==> src/spf_unused_none.sv <==
`default_nettype none
`default_nettype wire
==> src/spf_pkg.sv <==
`default_nettype none
package spf_pkg;
  // ----------------------------------------------------------------
  // Frame layout
  // ----------------------------------------------------------------
  localparam int unsigned WORD_W         = 16;
  localparam int unsigned IDX_W          = 7;
  localparam int unsigned CODE_W         = 7;
  localparam int unsigned FW_W           = 3;
  localparam logic [6:0]  FRAME_WORDS    = 7'h4c;
  localparam logic [6:0]  LAST_IDX       = 7'h4b;
  localparam logic [6:0]  LAR_WORDS      = 7'h08;
  localparam logic [4:0]  SUB_WORDS      = 5'h11;
  localparam logic [4:0]  SUB_LAG_POS    = 5'h00;
  localparam logic [4:0]  SUB_GAIN_POS   = 5'h01;
  localparam logic [4:0]  SUB_GRID_POS   = 5'h02;
  localparam logic [4:0]  SUB_AMP_POS    = 5'h03;
  localparam logic [2:0]  LAR12_W        = 3'h6;
  localparam logic [2:0]  LAR34_W        = 3'h5;
  localparam logic [2:0]  LAR56_W        = 3'h4;
  localparam logic [2:0]  LAR78_W        = 3'h3;
  localparam logic [2:0]  LAG_W          = 3'h7;
  localparam logic [2:0]  GAIN_W         = 3'h2;
  localparam logic [2:0]  GRID_W         = 3'h2;
  localparam logic [2:0]  AMP_W          = 3'h6;
  localparam logic [2:0]  PULSE_W        = 3'h3;
  // ----------------------------------------------------------------
  // Sample layout
  // ----------------------------------------------------------------
  localparam int unsigned SAMPLE_W       = 13;
  localparam int unsigned SAMPLE_PAD     = 3;
  // ----------------------------------------------------------------
  // Timing
  // ----------------------------------------------------------------
  localparam int unsigned CLK_HZ         = 200000000;
  localparam int unsigned FRAME_MS       = 20;
  localparam int unsigned FRAME_CYCLES   = CLK_HZ / 1000 * FRAME_MS;
  localparam int unsigned TIMER_W        = 22;
endpackage
`default_nettype wire

==> src/spf_framer.sv <==
`default_nettype none
module spf_framer #(
  parameter int unsigned FRAME_TICKS = spf_pkg::FRAME_CYCLES
) (
  input  wire logic                          clk,
  input  wire logic                          rst_n,
  input  wire logic                          state_reset,
  input  wire logic [spf_pkg::WORD_W-1:0]    enc_sample_word,
  output var  logic [spf_pkg::SAMPLE_W-1:0]  enc_sample,
  input  wire logic [spf_pkg::SAMPLE_W-1:0]  dec_sample,
  output var  logic [spf_pkg::WORD_W-1:0]    dec_sample_word,
  input  wire logic                          enc_param_valid,
  input  wire logic [spf_pkg::WORD_W-1:0]    enc_param_code,
  output var  logic                          enc_param_ready,
  output var  logic                          cod_out_valid,
  output var  logic [spf_pkg::WORD_W-1:0]    cod_out_data,
  output var  logic                          cod_out_last,
  input  wire logic                          cod_out_ready,
  input  wire logic                          cod_in_valid,
  input  wire logic [spf_pkg::WORD_W-1:0]    cod_in_data,
  output var  logic                          cod_in_ready,
  output var  logic                          code_valid,
  output var  logic [spf_pkg::CODE_W-1:0]    code,
  output var  logic [spf_pkg::IDX_W-1:0]     code_index,
  output var  logic                          frame_tick,
  output var  logic                          frame_overrun
);
  import spf_pkg::*;

  // ----------------------------------------------------------------
  // Field width by word position
  // ----------------------------------------------------------------
  function automatic logic [FW_W-1:0] field_width(input logic [IDX_W-1:0] idx);
    logic [IDX_W-1:0] rel;
    logic [4:0]       pos;
    rel = idx - LAR_WORDS;
    pos = 5'(rel % 7'(SUB_WORDS));
    if (idx < 7'h02)
      field_width = LAR12_W;
    else if (idx < 7'h04)
      field_width = LAR34_W;
    else if (idx < 7'h06)
      field_width = LAR56_W;
    else if (idx < LAR_WORDS)
      field_width = LAR78_W;
    else if (pos == SUB_LAG_POS)
      field_width = LAG_W;
    else if (pos == SUB_GAIN_POS)
      field_width = GAIN_W;
    else if (pos == SUB_GRID_POS)
      field_width = GRID_W;
    else if (pos == SUB_AMP_POS)
      field_width = AMP_W;
    else
      field_width = PULSE_W;
  endfunction

  // Keeps the low bits of a word and clears the rest, so that any stray upper bits never reach the far side
  function automatic logic [WORD_W-1:0] right_justify(input logic [WORD_W-1:0] w,
                                                      input logic [FW_W-1:0]   fw);
    logic [WORD_W-1:0] mask;
    mask = ~({WORD_W{1'b1}} << fw);
    right_justify = w & mask;
  endfunction

  // ----------------------------------------------------------------
  // Sample words
  // ----------------------------------------------------------------
  wire [SAMPLE_W-1:0] next_enc_sample      = enc_sample_word[WORD_W-1:SAMPLE_PAD];
  wire [WORD_W-1:0]   next_dec_sample_word = {dec_sample, {SAMPLE_PAD{1'b0}}};

  // Sample registers ignore state_reset, so a frame abort never disturbs the audio path
  always_ff @(posedge clk) begin
    if (!rst_n) begin
      enc_sample <= '0;
    end else begin
      enc_sample <= next_enc_sample;
    end
  end

  always_ff @(posedge clk) begin
    if (!rst_n) begin
      dec_sample_word <= '0;
    end else begin
      dec_sample_word <= next_dec_sample_word;
    end
  end

  // ----------------------------------------------------------------
  // Encoder side: packing into the two-entry buffer
  // ----------------------------------------------------------------
  logic [IDX_W-1:0]  enc_idx;
  logic [WORD_W:0]   buf_mem [0:1];
  logic [1:0]        buf_count;
  wire               push         = enc_param_valid & enc_param_ready;
  wire               pop          = cod_out_valid & cod_out_ready;
  wire               enc_last     = (enc_idx == LAST_IDX);
  wire [WORD_W-1:0]  enc_word     = right_justify(enc_param_code, field_width(enc_idx));
  wire [1:0]         next_count   = buf_count + {1'b0, push} - {1'b0, pop};
  wire [1:0]         wr_slot      = buf_count - {1'b0, pop};
  wire [IDX_W-1:0]   next_enc_idx = enc_last ? '0 : enc_idx + 7'h01;
  // Full and empty are judged on the count after this edge, so ready and valid stay registered
  wire               next_full    = (next_count == 2'h2);
  wire               next_empty   = (next_count == 2'h0);

  always_ff @(posedge clk) begin
    if (!rst_n || state_reset) begin
      enc_idx <= '0;
    end else if (push) begin
      enc_idx <= next_enc_idx;
    end
  end

  // A stall on the output side backs up into enc_param_ready, so no word is dropped
  always_ff @(posedge clk) begin
    if (!rst_n || state_reset) begin
      buf_count       <= '0;
      enc_param_ready <= 1'b0;
      cod_out_valid   <= 1'b0;
    end else begin
      buf_count       <= next_count;
      enc_param_ready <= !next_full;
      cod_out_valid   <= !next_empty;
    end
  end

  // Entry 0 is always the head; a pop shifts entry 1 down, and a push in the same cycle (only with one entry held) lands in entry 0
  always_ff @(posedge clk) begin
    if (!rst_n || state_reset) begin
      buf_mem[0] <= '0;
      buf_mem[1] <= '0;
    end else begin
      if (pop)
        buf_mem[0] <= buf_mem[1];
      if (push)
        buf_mem[wr_slot[0]] <= {enc_last, enc_word};
    end
  end

  assign cod_out_data = buf_mem[0][WORD_W-1:0];
  assign cod_out_last = buf_mem[0][WORD_W];

  // ----------------------------------------------------------------
  // Decoder side: unpacking, never refusing a code
  // ----------------------------------------------------------------
  logic [IDX_W-1:0]  dec_idx;
  wire               take         = cod_in_valid & cod_in_ready;
  wire               dec_last     = (dec_idx == LAST_IDX);
  wire [WORD_W-1:0]  dec_word     = right_justify(cod_in_data, field_width(dec_idx));
  wire [IDX_W-1:0]   next_dec_idx = dec_last ? '0 : dec_idx + 7'h01;
  wire [CODE_W-1:0]  dec_code     = dec_word[CODE_W-1:0];

  // Nothing on this side may refuse a word, so ready only drops for a reset
  always_ff @(posedge clk) begin
    if (!rst_n || state_reset) begin
      dec_idx      <= '0;
      cod_in_ready <= 1'b0;
      code_valid   <= 1'b0;
    end else begin
      cod_in_ready <= 1'b1;
      code_valid   <= take;
      if (take)
        dec_idx <= next_dec_idx;
    end
  end

  // The code field is as wide as the lag, the widest word, so lags above 120 pass as they are
  always_ff @(posedge clk) begin
    if (!rst_n || state_reset) begin
      code       <= '0;
      code_index <= '0;
    end else if (take) begin
      code       <= dec_code;
      code_index <= dec_idx;
    end
  end

  // ----------------------------------------------------------------
  // Frame interval
  // ----------------------------------------------------------------
  // A frame still half received at the interval boundary means the sender is too slow
  logic [TIMER_W-1:0] frame_timer;
  wire                timer_end  = (frame_timer == TIMER_W'(FRAME_TICKS - 1));
  wire [TIMER_W-1:0]  next_timer = timer_end ? '0 : frame_timer + TIMER_W'(1);
  wire                mid_frame  = (dec_idx != '0);

  always_ff @(posedge clk) begin
    if (!rst_n || state_reset) begin
      frame_timer <= '0;
      frame_tick  <= 1'b0;
    end else begin
      frame_timer <= next_timer;
      frame_tick  <= timer_end;
    end
  end

  // Sticky until a reset, so a slow watcher still learns that an interval was missed
  always_ff @(posedge clk) begin
    if (!rst_n || state_reset) begin
      frame_overrun <= 1'b0;
    end else if (timer_end && mid_frame) begin
      frame_overrun <= 1'b1;
    end
  end

endmodule
`default_nettype wire

==> config.mk <==
export PLATFORM = sky130hd
export DESIGN_NAME = spf_framer
export DESIGN_NICKNAME = d
export VERILOG_FILES = /design/src/spf_unused_none.sv /design/src/spf_pkg.sv /design/src/spf_framer.sv
export SDC_FILE = /design/constraint.sdc
export NUM_CORES = 1
export LEC_CHECK = 0
export BUFFER_PORTS_ARGS = -buffer_cell sky130_fd_sc_hd__buf_2
export CELL_PAD_IN_SITES_DETAIL_PLACEMENT = 0
export CELL_PAD_IN_SITES_GLOBAL_PLACEMENT = 2
export CORE_MARGIN = 2
export CORE_UTILIZATION = 32
export DETAILED_ROUTE_END_ITERATION = 16
export PLACE_DENSITY_LB_ADDON = 0.1
export SYNTH_ARGS = -nofsm -noshare
export SYNTH_HDL_FRONTEND = slang
export SYNTH_SLANG_ARGS = --single-unit
export TNS_END_PERCENT = 5
==> constraint.sdc <==
create_clock -name clk -period 4.35 [get_ports clk]
set_clock_uncertainty 0.2 [all_clocks]
set_input_delay 0.435 -clock clk [delete_from_list [all_inputs] [get_ports clk]]
set_output_delay 0.435 -clock clk [all_outputs]
set_load 0.02 [all_outputs]
=== After elaboration in Yosys (flattened, before gate mapping) ===
Memories as Yosys holds them, arrays and structs flattened.
Index checks and enable logic that the tools add are counted.

* Bitwise operators: 8
* Shifts and indexed selects: 2
* Mux-type cells: 31
* Div/mod/pow operators: 2
* $lt $le $gt $ge: 8
* Add/subtract/negate cells: 8
* Reductions and logical operators: 11
* Eq/ne operators: 10

{| class="wikitable"
|+ Operators by type and width
! kind !! number
|-
| $mux 3 || 16
|-
| $mux 17 || 2
|-
| $lt 7x3->1 const B || 4
|-
| $add 22x1->22 const B || 1
|-
| $eq 22x22->1 const B || 1
|-
| $eq 5x2->1 const B || 4
|-
| $reduce_or 17->1 || 1
|-
| $and 16x16->16 || 1
|-
| $not 16->16 || 1
|-
| $shl 16x3->16 const A || 1
|-
| $shl 16x3->7 const A || 1
|-
| $add 7x1->7 const B || 2
|-
| $eq 7x7->1 const B || 2
|-
| $lt 7x2->1 const B || 2
|-
| $lt 7x4->1 const B || 2
|-
| $mod 7x5->7 const B || 2
|-
| $mux 7 || 2
|-
| $sub 7x4->7 const B || 2
|-
| $mux 1 || 11
|-
| $eq 5x1->1 const B || 2
|-
| $logic_not 5->1 || 2
|-
| $and 7x7->7 || 1
|-
| $not 7->7 || 1
|-
| $reduce_bool 7->1 || 1
|-
| other kinds (11) || 15
|}

* Register bits: 87
* Bits of input ports: 67
* Memories: 1
* Memory bits (writable): 34
* Output and inout port bits: 66

{| class="wikitable"
|+ Memories
! name !! words !! width !! read ports !! clocked after memory_dff !! wr ports !! line !! RTL
|-
| buf_mem || 2 || 17 || 2 || 0 || 2 || spf_framer.sv:93 || <nowiki>logic [WORD_W:0] buf_mem [0:1];</nowiki>
|}

=== Logic depth before layout (Yosys ltp) ===
Gate-level depths: netlist (run 1).

* Word-level depth: 15
* Gate-level depth with buffers: 16
* Gate-level depth less buffers: 15

=== Least setup slack after synthesis (run 1) ===
Ideal clock, no wire load.

* Path kind: reg-to-reg
* Start point: reg enc_idx[3]
* End point: mem buf_mem[0][2] in the netlist's numbering, data pin
* Path buffers: 1
* Period minus slack after synthesis: 3789 ps
* Stages on the path, launching flop included: 15
* Arrival: 3332 ps
* Data required time: 3893 ps
* Slack: 561 ps
* Cells stage by stage: dfxtp_1 clkbuf_1 inv_1 ha_1 a31oi_1 a32o_1 a21boi_2 ha_1 inv_1 o2111ai_1 o31ai_1 a211oi_1 o21a_1 a2111o_1 a32o_1

{| class="wikitable"
|+ RTL lines
! element !! line !! RTL
|-
| start: declaration || spf_framer.sv:92 || <nowiki>logic [IDX_W-1:0] enc_idx;</nowiki>
|-
| start signal: assignment || spf_framer.sv:110 || <nowiki>enc_idx <= next_enc_idx;</nowiki>
|-
| end: declaration || spf_framer.sv:93 ||
|}

==> results.toml, run 1 <==
[status]
status = "finished clean"

[grt]
grt.overflow.total = 0
antenna_found_initial = 0
grt_pass1_wl_mm = 21.60
grt_pass1_vias = 4332
grtUsageTotal_pct = 14.96
grt_max_degree = 28

[route]
detail-route-antenna-nets = 0
via_count = 4397
route.detailed.drc = 0
dr.pass1.iters = 5
via_per_inst = 4.827
first_iter_violations = 169
wl_per_cell_um = 14.10
drt_wl_total_mm = 12.85

[setup_path]
reg2reg_slack_ps = 430
setup.worst_path.end = "buf_mem[0][3]"
worst-setup-path-type = "reg -> reg"
cp_data_arrival_time_ps = 3800
cp-startpoint = "enc_idx[6]"
r2r-end = "buf_mem[0][3]"
reg2reg_from = "enc_idx[6]"
cp.required_ps = 4230
reg2regPathDepth = 11
start_kind = "flip-flop"
setup.worst_path.end_class = "flip-flop"
critPathMaxFanout = 8

[run]
drv_cap = 0

[synth]
synth-edff-count = 16
synth_cells = 587
synth_ff_type = "dfxtp_1"
async_flop_share_pct = 0
synth-seq-cells = 100
synth_cell_type_count = 72
syn_area_mm2 = 0.005259
syn_area_per_cell_um2 = 8.959
yosys_warnings = 0
yosysSeqAreaShare_pct = 41.11

[timing]
fmax_mhz = 255.1
slew_headroom_pct = 32.36
max_slew.worst_pin.slew_ps = 1012
min_period_over_period_pct = 90.13
post-route-min-period_ps = 3921
setup_tns_ps = 0
fin_hold_ws_ps = 93.12
fin_ws_ps = 429.4
rsz0062_at_grt = "false"
setup_viol = 0
drv_slew = 0
final_hold_viol_count = 0

[power_and_ir_drop]
sequentialPowerShare_pct = 50.2
p_total_w = 0.001935
swShare_pct = 23.02
p_int_w = 0.001489
ir_worst_vdd_uv = 203.1
p_leak_nw = 2.684
p_sw_w = 0.0004454
p_per_area_mw_per_mm2 = 305.9
power_frac_comb_pct = 6.5
clockPowerShare_pct = 43.4

[placement]
dp_hpwl_mm = 9.751
portBuffers = 99
place_ws_ps = 470.4
place.gp.congestion = 0.7683

[clocking]
cts-resized-gates = 0
cts_tree = "done"
cts-root-buf = "clkbuf_16"
cts-htree-levels = 3
post_cts_buffers = 0
cts.sinks = 100
numCtsBuffers = 9
insertion_delay_ps = 350
postCtsHoldBufs = 0
clockBufferDepth = 2
clkTransAtPathRegs_ps = 70

[die]
die_area_mm2 = 0.01748
start_util_pct = 32.87
dieWidth_um = 132.2
design.core.area_mm2 = 0.01600
io_pins = 133
num_rows = 46
fp.dieH_um = 132.2

[hold_path]
hold_class = "in -> reg"

[layout]
regArea_mm2 = 0.002162
multi_input_area_mm2 = 0.002867
area_growth_pct = 20.25
layout-drive-gt1-share_pct = 21.01
fillers = 1740
final_nets = 784
antenna_cells = 0
-- kinds of logic after synthesis --
family | after synthesis | share of synthesized area [%]
adders and majority gates | 27 | 6.424
AOI/OAI and AO/OA | 109 | 15.16
muxes | 10 | 2.118
buffers and inverters | 58 | 5.163
other | 1 | 0.07131
and+or+nand+nor | 235 | 22.13
DFF | 100 | 41.11
xor gates and xnor gates | 47 | 7.828
-- layout make-up --
| cell class | count | area share, % |
|---|---|---|
| inverter | 22 | 1.306 |
| clock inverter | 5 | 0.9102 |
| timing repair buffer | 117 | 9.972 |
| sequential | 100 | 34.19 |
| tap | 216 | 4.274 |
| clock buffer | 11 | 4.017 |
| multi-input combinational | 440 | 45.33 |
-- power groups by stage --
stage	sequential, W	combinational [W]	clock (W)
after floorplan	0.00102	0.0000559	0
after global placement	0.000991	0.000127	0
after detailed placement	0.000992	0.000127	0
after CTS	0.000970	0.000128	0.000873
after global routing	0.000972	0.000138	0.000918
final	0.000970	0.000125	0.000839
-- stage by stage --
stage,cells,area (µm²),util [%]
finish,911,6324,39.52
global route,911,6324,39.52
CTS,911,6324,39.52
detailed placement,895,6012,37.57
global placement,895,6012,37.57
floorplan,598,5300,-
-- Yosys cell counts (5+ instances only) --
| cell | instances | share of area, % |
|---|---|---|
| dfxtp_1 | 84 | 32 |
| nand2_1 | 69 | 4.9 |
| nor2_1 | 51 | 3.6 |
| and2_1 | 33 | 3.9 |
| ha_1 | 27 | 6.4 |
| xnor2_1 | 26 | 4.3 |
| a21oi_1 | 21 | 2.0 |
| clkbuf_1 | 21 | 1.5 |
| inv_1 | 21 | 1.5 |
| nand3_1 | 21 | 2.0 |
| xor2_1 | 21 | 3.5 |
| o21ai_0 | 19 | 1.8 |
| edfxtp_1 | 16 | 9.1 |
| and3_1 | 14 | 1.7 |
| buf_4 | 12 | 1.7 |
| o31ai_1 | 12 | 1.7 |
| nor3_1 | 10 | 0.95 |
| mux2i_1 | 7 | 1.3 |
| nand4_1 | 7 | 0.83 |
| a211oi_1 | 5 | 0.71 |
-- layout by cell type, fill, tap and decap left out, types with 3 or more instances in the layout --
master,instances
nor2_1,51
buf_2,99
ha_1,27
o2111ai_1,4
a31oi_1,4
nor3b_1,3
a211oi_1,5
mux2i_1,7
nand2_1,69
o21ai_0,19
inv_1,21
a21o_1,3
nor3_1,10
nand4_1,7
clkbuf_16,10
nand3_1,21
a21boi_0,4
xnor2_1,26
xor2_1,21
or3_1,4
buf_4,18
conb_1,12
dfxtp_1,84
and3_1,14
or2_2,4
o31ai_1,12
or4_1,3
nand2b_1,4
o21a_1,4
a21oi_1,21
edfxtp_1,16
and2_1,33
nor4_1,3
-- flip-flops by register name, indices dropped and copies added, names as in the netlist --
name,cells
buf_count,2
buf_mem,16
cod_in_ready,1
cod_out_valid,1
code,7
code_index,7
code_valid,1
dec_idx,7
dec_sample_word,13
enc_idx,7
enc_param_ready,1
enc_sample,13
frame_overrun,1
frame_tick,1
frame_timer,22
-- worst max-delay path, cell delays in order, from the launching register on --
cell and delay [ps]:
dfxtp_1 400, or4_1 660, a221o_1 410, a21boi_2 170, buf_4 200, ha_1 190, o21a_1 200, a21oi_1 200
nand4_1 180, xnor2_1 180, a21oi_1 490, o21ai_0 170
-- worst min path at each step --
stage	from	endpoint	cells past startpoint	slack (ps)
6_report	enc_sample_word[14]	enc_sample[11]	2	90
5_1_grt	enc_sample_word[13]	enc_sample[10]	2	80
4_1_cts	dec_sample[8]	dec_sample_word[11]	2	70
3_5_place_dp	code[5]	code[5]	2	250
3_3_place_gp	code[3]	code[3]	2	240
2_1_floorplan	frame_timer[0]	frame_timer[0]	1	230
-- layer usage --
layer / global-route usage, % / routed length (µm) / vias up
li1: - / - / 2232
met1: 20.29 / 6335 / 2047
met2: 23.84 / 5701 / 105
met3: 3.883 / 699 / 13
met4: 3.584 / 110 / 0
met5: 0 / 0 / -
No activity file was read; power rests on OpenSTA's default activity.
==> inputs of run 2 (changes only) <==
--- a/config.mk
+++ b/config.mk
@@ -9,9 +9,11 @@
 export CELL_PAD_IN_SITES_DETAIL_PLACEMENT = 0
 export CELL_PAD_IN_SITES_GLOBAL_PLACEMENT = 2
 export CORE_MARGIN = 2
-export CORE_UTILIZATION = 32
+export CORE_UTILIZATION = 33
+export CTS_BUF_LIST = sky130_fd_sc_hd__clkbuf_2 sky130_fd_sc_hd__clkbuf_4 sky130_fd_sc_hd__clkbuf_8
 export DETAILED_ROUTE_END_ITERATION = 16
 export PLACE_DENSITY_LB_ADDON = 0.1
+export SLEW_MARGIN = 20
 export SYNTH_ARGS = -nofsm -noshare
 export SYNTH_HDL_FRONTEND = slang
 export SYNTH_SLANG_ARGS = --single-unit
==> results.toml, run 2 (synthesis results as in run 1) <==
[hold_path]
hold-path-endpoint = "dec_sample_word[9]"
hold_class = "in -> reg"
worstHoldStart = "dec_sample[6]"
hold_depth = 2

[layout]
design_area_mm2 = 0.006207
final_nets = 785
largest_reg_flops = 22
area_growth_pct = 18.03
layout-drive-gt1-share_pct = 21.26
fin_util_pct = 39.50
final_cell_mix = "buf_2 (99), dfxtp_1 (84), nand2_1 (69), nor2_1 (51), and2_1 (33)"
top_regs = "frame_timer x22, buf_mem x16"
antenna_cells = 0
largest-register = "frame_timer"
final_common_cell = "buf_2"
fillers = 1647

[clocking]
postCtsHoldBufs = 0
cts-root-buf = "clkbuf_8"
cts-htree-levels = 3
clockBufferDepth = 2
post_cts_buffers = 0
cts_tree = "done"
insertion_delay_ps = 390
clkTransAtPathRegs_ps = 100
numCtsBuffers = 9
cts.sinks = 100
cts-resized-gates = 0

[placement]
dp_hpwl_mm = 9.589
place_ws_ps = 490.2
placed_area_mm2 = 0.006020
place.gp.congestion = 0.7916
portBuffers = 99

[power_and_ir_drop]
sequentialPowerShare_pct = 57.8
p_leak_nw = 2.633
p_sw_w = 0.0004321
p_per_area_mw_per_mm2 = 270.4
ir_worst_vdd_uv = 154.5
clockPowerShare_pct = 34.8
p_int_w = 0.001246
power_frac_comb_pct = 7.5
swShare_pct = 25.74

[die]
dieWidth_um = 130.2
fp.dieH_um = 130.2
num_rows = 46
die_area_mm2 = 0.01696
start_util_pct = 33.47
io_pins = 133
design.core.area_mm2 = 0.01571

[setup_path]
reg2regPathDepth = 14
reg2reg_from = "dec_idx[4]"
cp_data_arrival_time_ps = 3990
worst-setup-path-type = "reg -> reg"
r2r-end = "code[2]"
cp.required_ps = 4430
setup.worst_path.end_class = "flip-flop"
reg2reg_slack_ps = 440
start_kind = "flip-flop"
critPathMaxFanout = 6

[timing]
final_hold_viol_count = 0
drv_slew = 0
post-route-min-period_ps = 3913
setup_tns_ps = 0
fin_ws_ps = 437.2
min_period_over_period_pct = 89.95
fmax_mhz = 255.6
rsz0062_at_grt = "false"
slew_headroom_pct = 26.37
setup_viol = 0
max_slew.worst_pin.slew_ps = 1102

[grt]
grt_pass1_vias = 4308
grt_max_degree = 28
antenna_found_initial = 0
grt_pass1_wl_mm = 20.86
grtUsageTotal_pct = 15.64
grt.overflow.total = 0

[route]
via_count = 4360
drt_wl_total_mm = 12.85
route.detailed.drc = 0
wl_per_cell_um = 14.09
dr.pass1.iters = 6
via_per_inst = 4.781
first_iter_violations = 167
detail-route-antenna-nets = 0

[status]
status = "finished clean"

[run]
drv_cap = 0
[run 2: changes by cell type in the layout (fill, tap and decap cells not counted), sizes merged]
| cell | change |
|---|---|
| clkinv | +3 |
| bufinv | -1 |
| inv | -2 |
| buf | +1 |
[run 2: how the worst max path moves through the flow]
stage,from,end,slack [ps]
after floorplan,enc_idx[3],buf_mem[0][2],560
after global routing,enc_idx[4],buf_mem[0][3],100
after global placement,enc_idx[6],buf_mem[0][3],510
final,dec_idx[4],code[2],440
after CTS,dec_idx[4],code[2],450
after detailed placement,dec_idx[4],code[2],490
[run 2: power by group through the flow]
| stage | combinational [W] | clock [W] | sequential, W |
|---|---|---|---|
| 6_report | 0.000125 | 0.000583 | 0.000970 |
| 5_1_grt | 0.000139 | 0.000638 | 0.000973 |
| 4_1_cts | 0.000127 | 0.000612 | 0.000970 |
| 3_5_place_dp | 0.000127 | 0 | 0.000991 |
| 3_3_place_gp | 0.000126 | 0 | 0.000991 |
| 2_1_floorplan | 0.0000559 | 0 | 0.00102 |
[run 2: cell type report]
cell class                      count  area [µm²]  area share (%)
Clock buffer                       11       151.4           2.439
Clock inverter                      5       36.28          0.5846
Inverter                           22       82.58           1.330
Multi-Input combinational cell    440        2867           46.18
Sequential cell                   100        2162           34.83
Tap cell                          216       270.3           4.354
Timing Repair Buffer              118       638.1           10.28
[run 2: per-stage QoR]
stage | total power [W] | hold WS [ps] | instances
2_1_floorplan | 0.001073 | 226.0 | 598
3_3_place_gp | 0.001117 | 239.3 | 896
3_5_place_dp | 0.001118 | 249.9 | 896
4_1_cts | 0.001710 | 24.05 | 912
5_1_grt | 0.001750 | 39.96 | 912
6_report | 0.001678 | 49.35 | 912
[run 2: per-layer routing]
metal  vias up  track usage [%]  wire, µm
met5         -                0         0
met4         0            6.705       181
met3        13            3.280       733
met2       113            24.42      5668
met1      1998            20.97      6264
li1       2236                -         -
[run 2: worst max-delay path, stage by stage (launching register included)]
cell and delay [ps]:
dfxtp_1 350, inv_1 120, ha_1 390, nand3_1 160, a32oi_1 330, xnor2_1 180
ha_1 270, inv_1 120, o31ai_1 90, o31ai_1 340, and4b_1 240, nor3_1 320
nand3_1 210, a221oi_1 350, a31oi_1 120
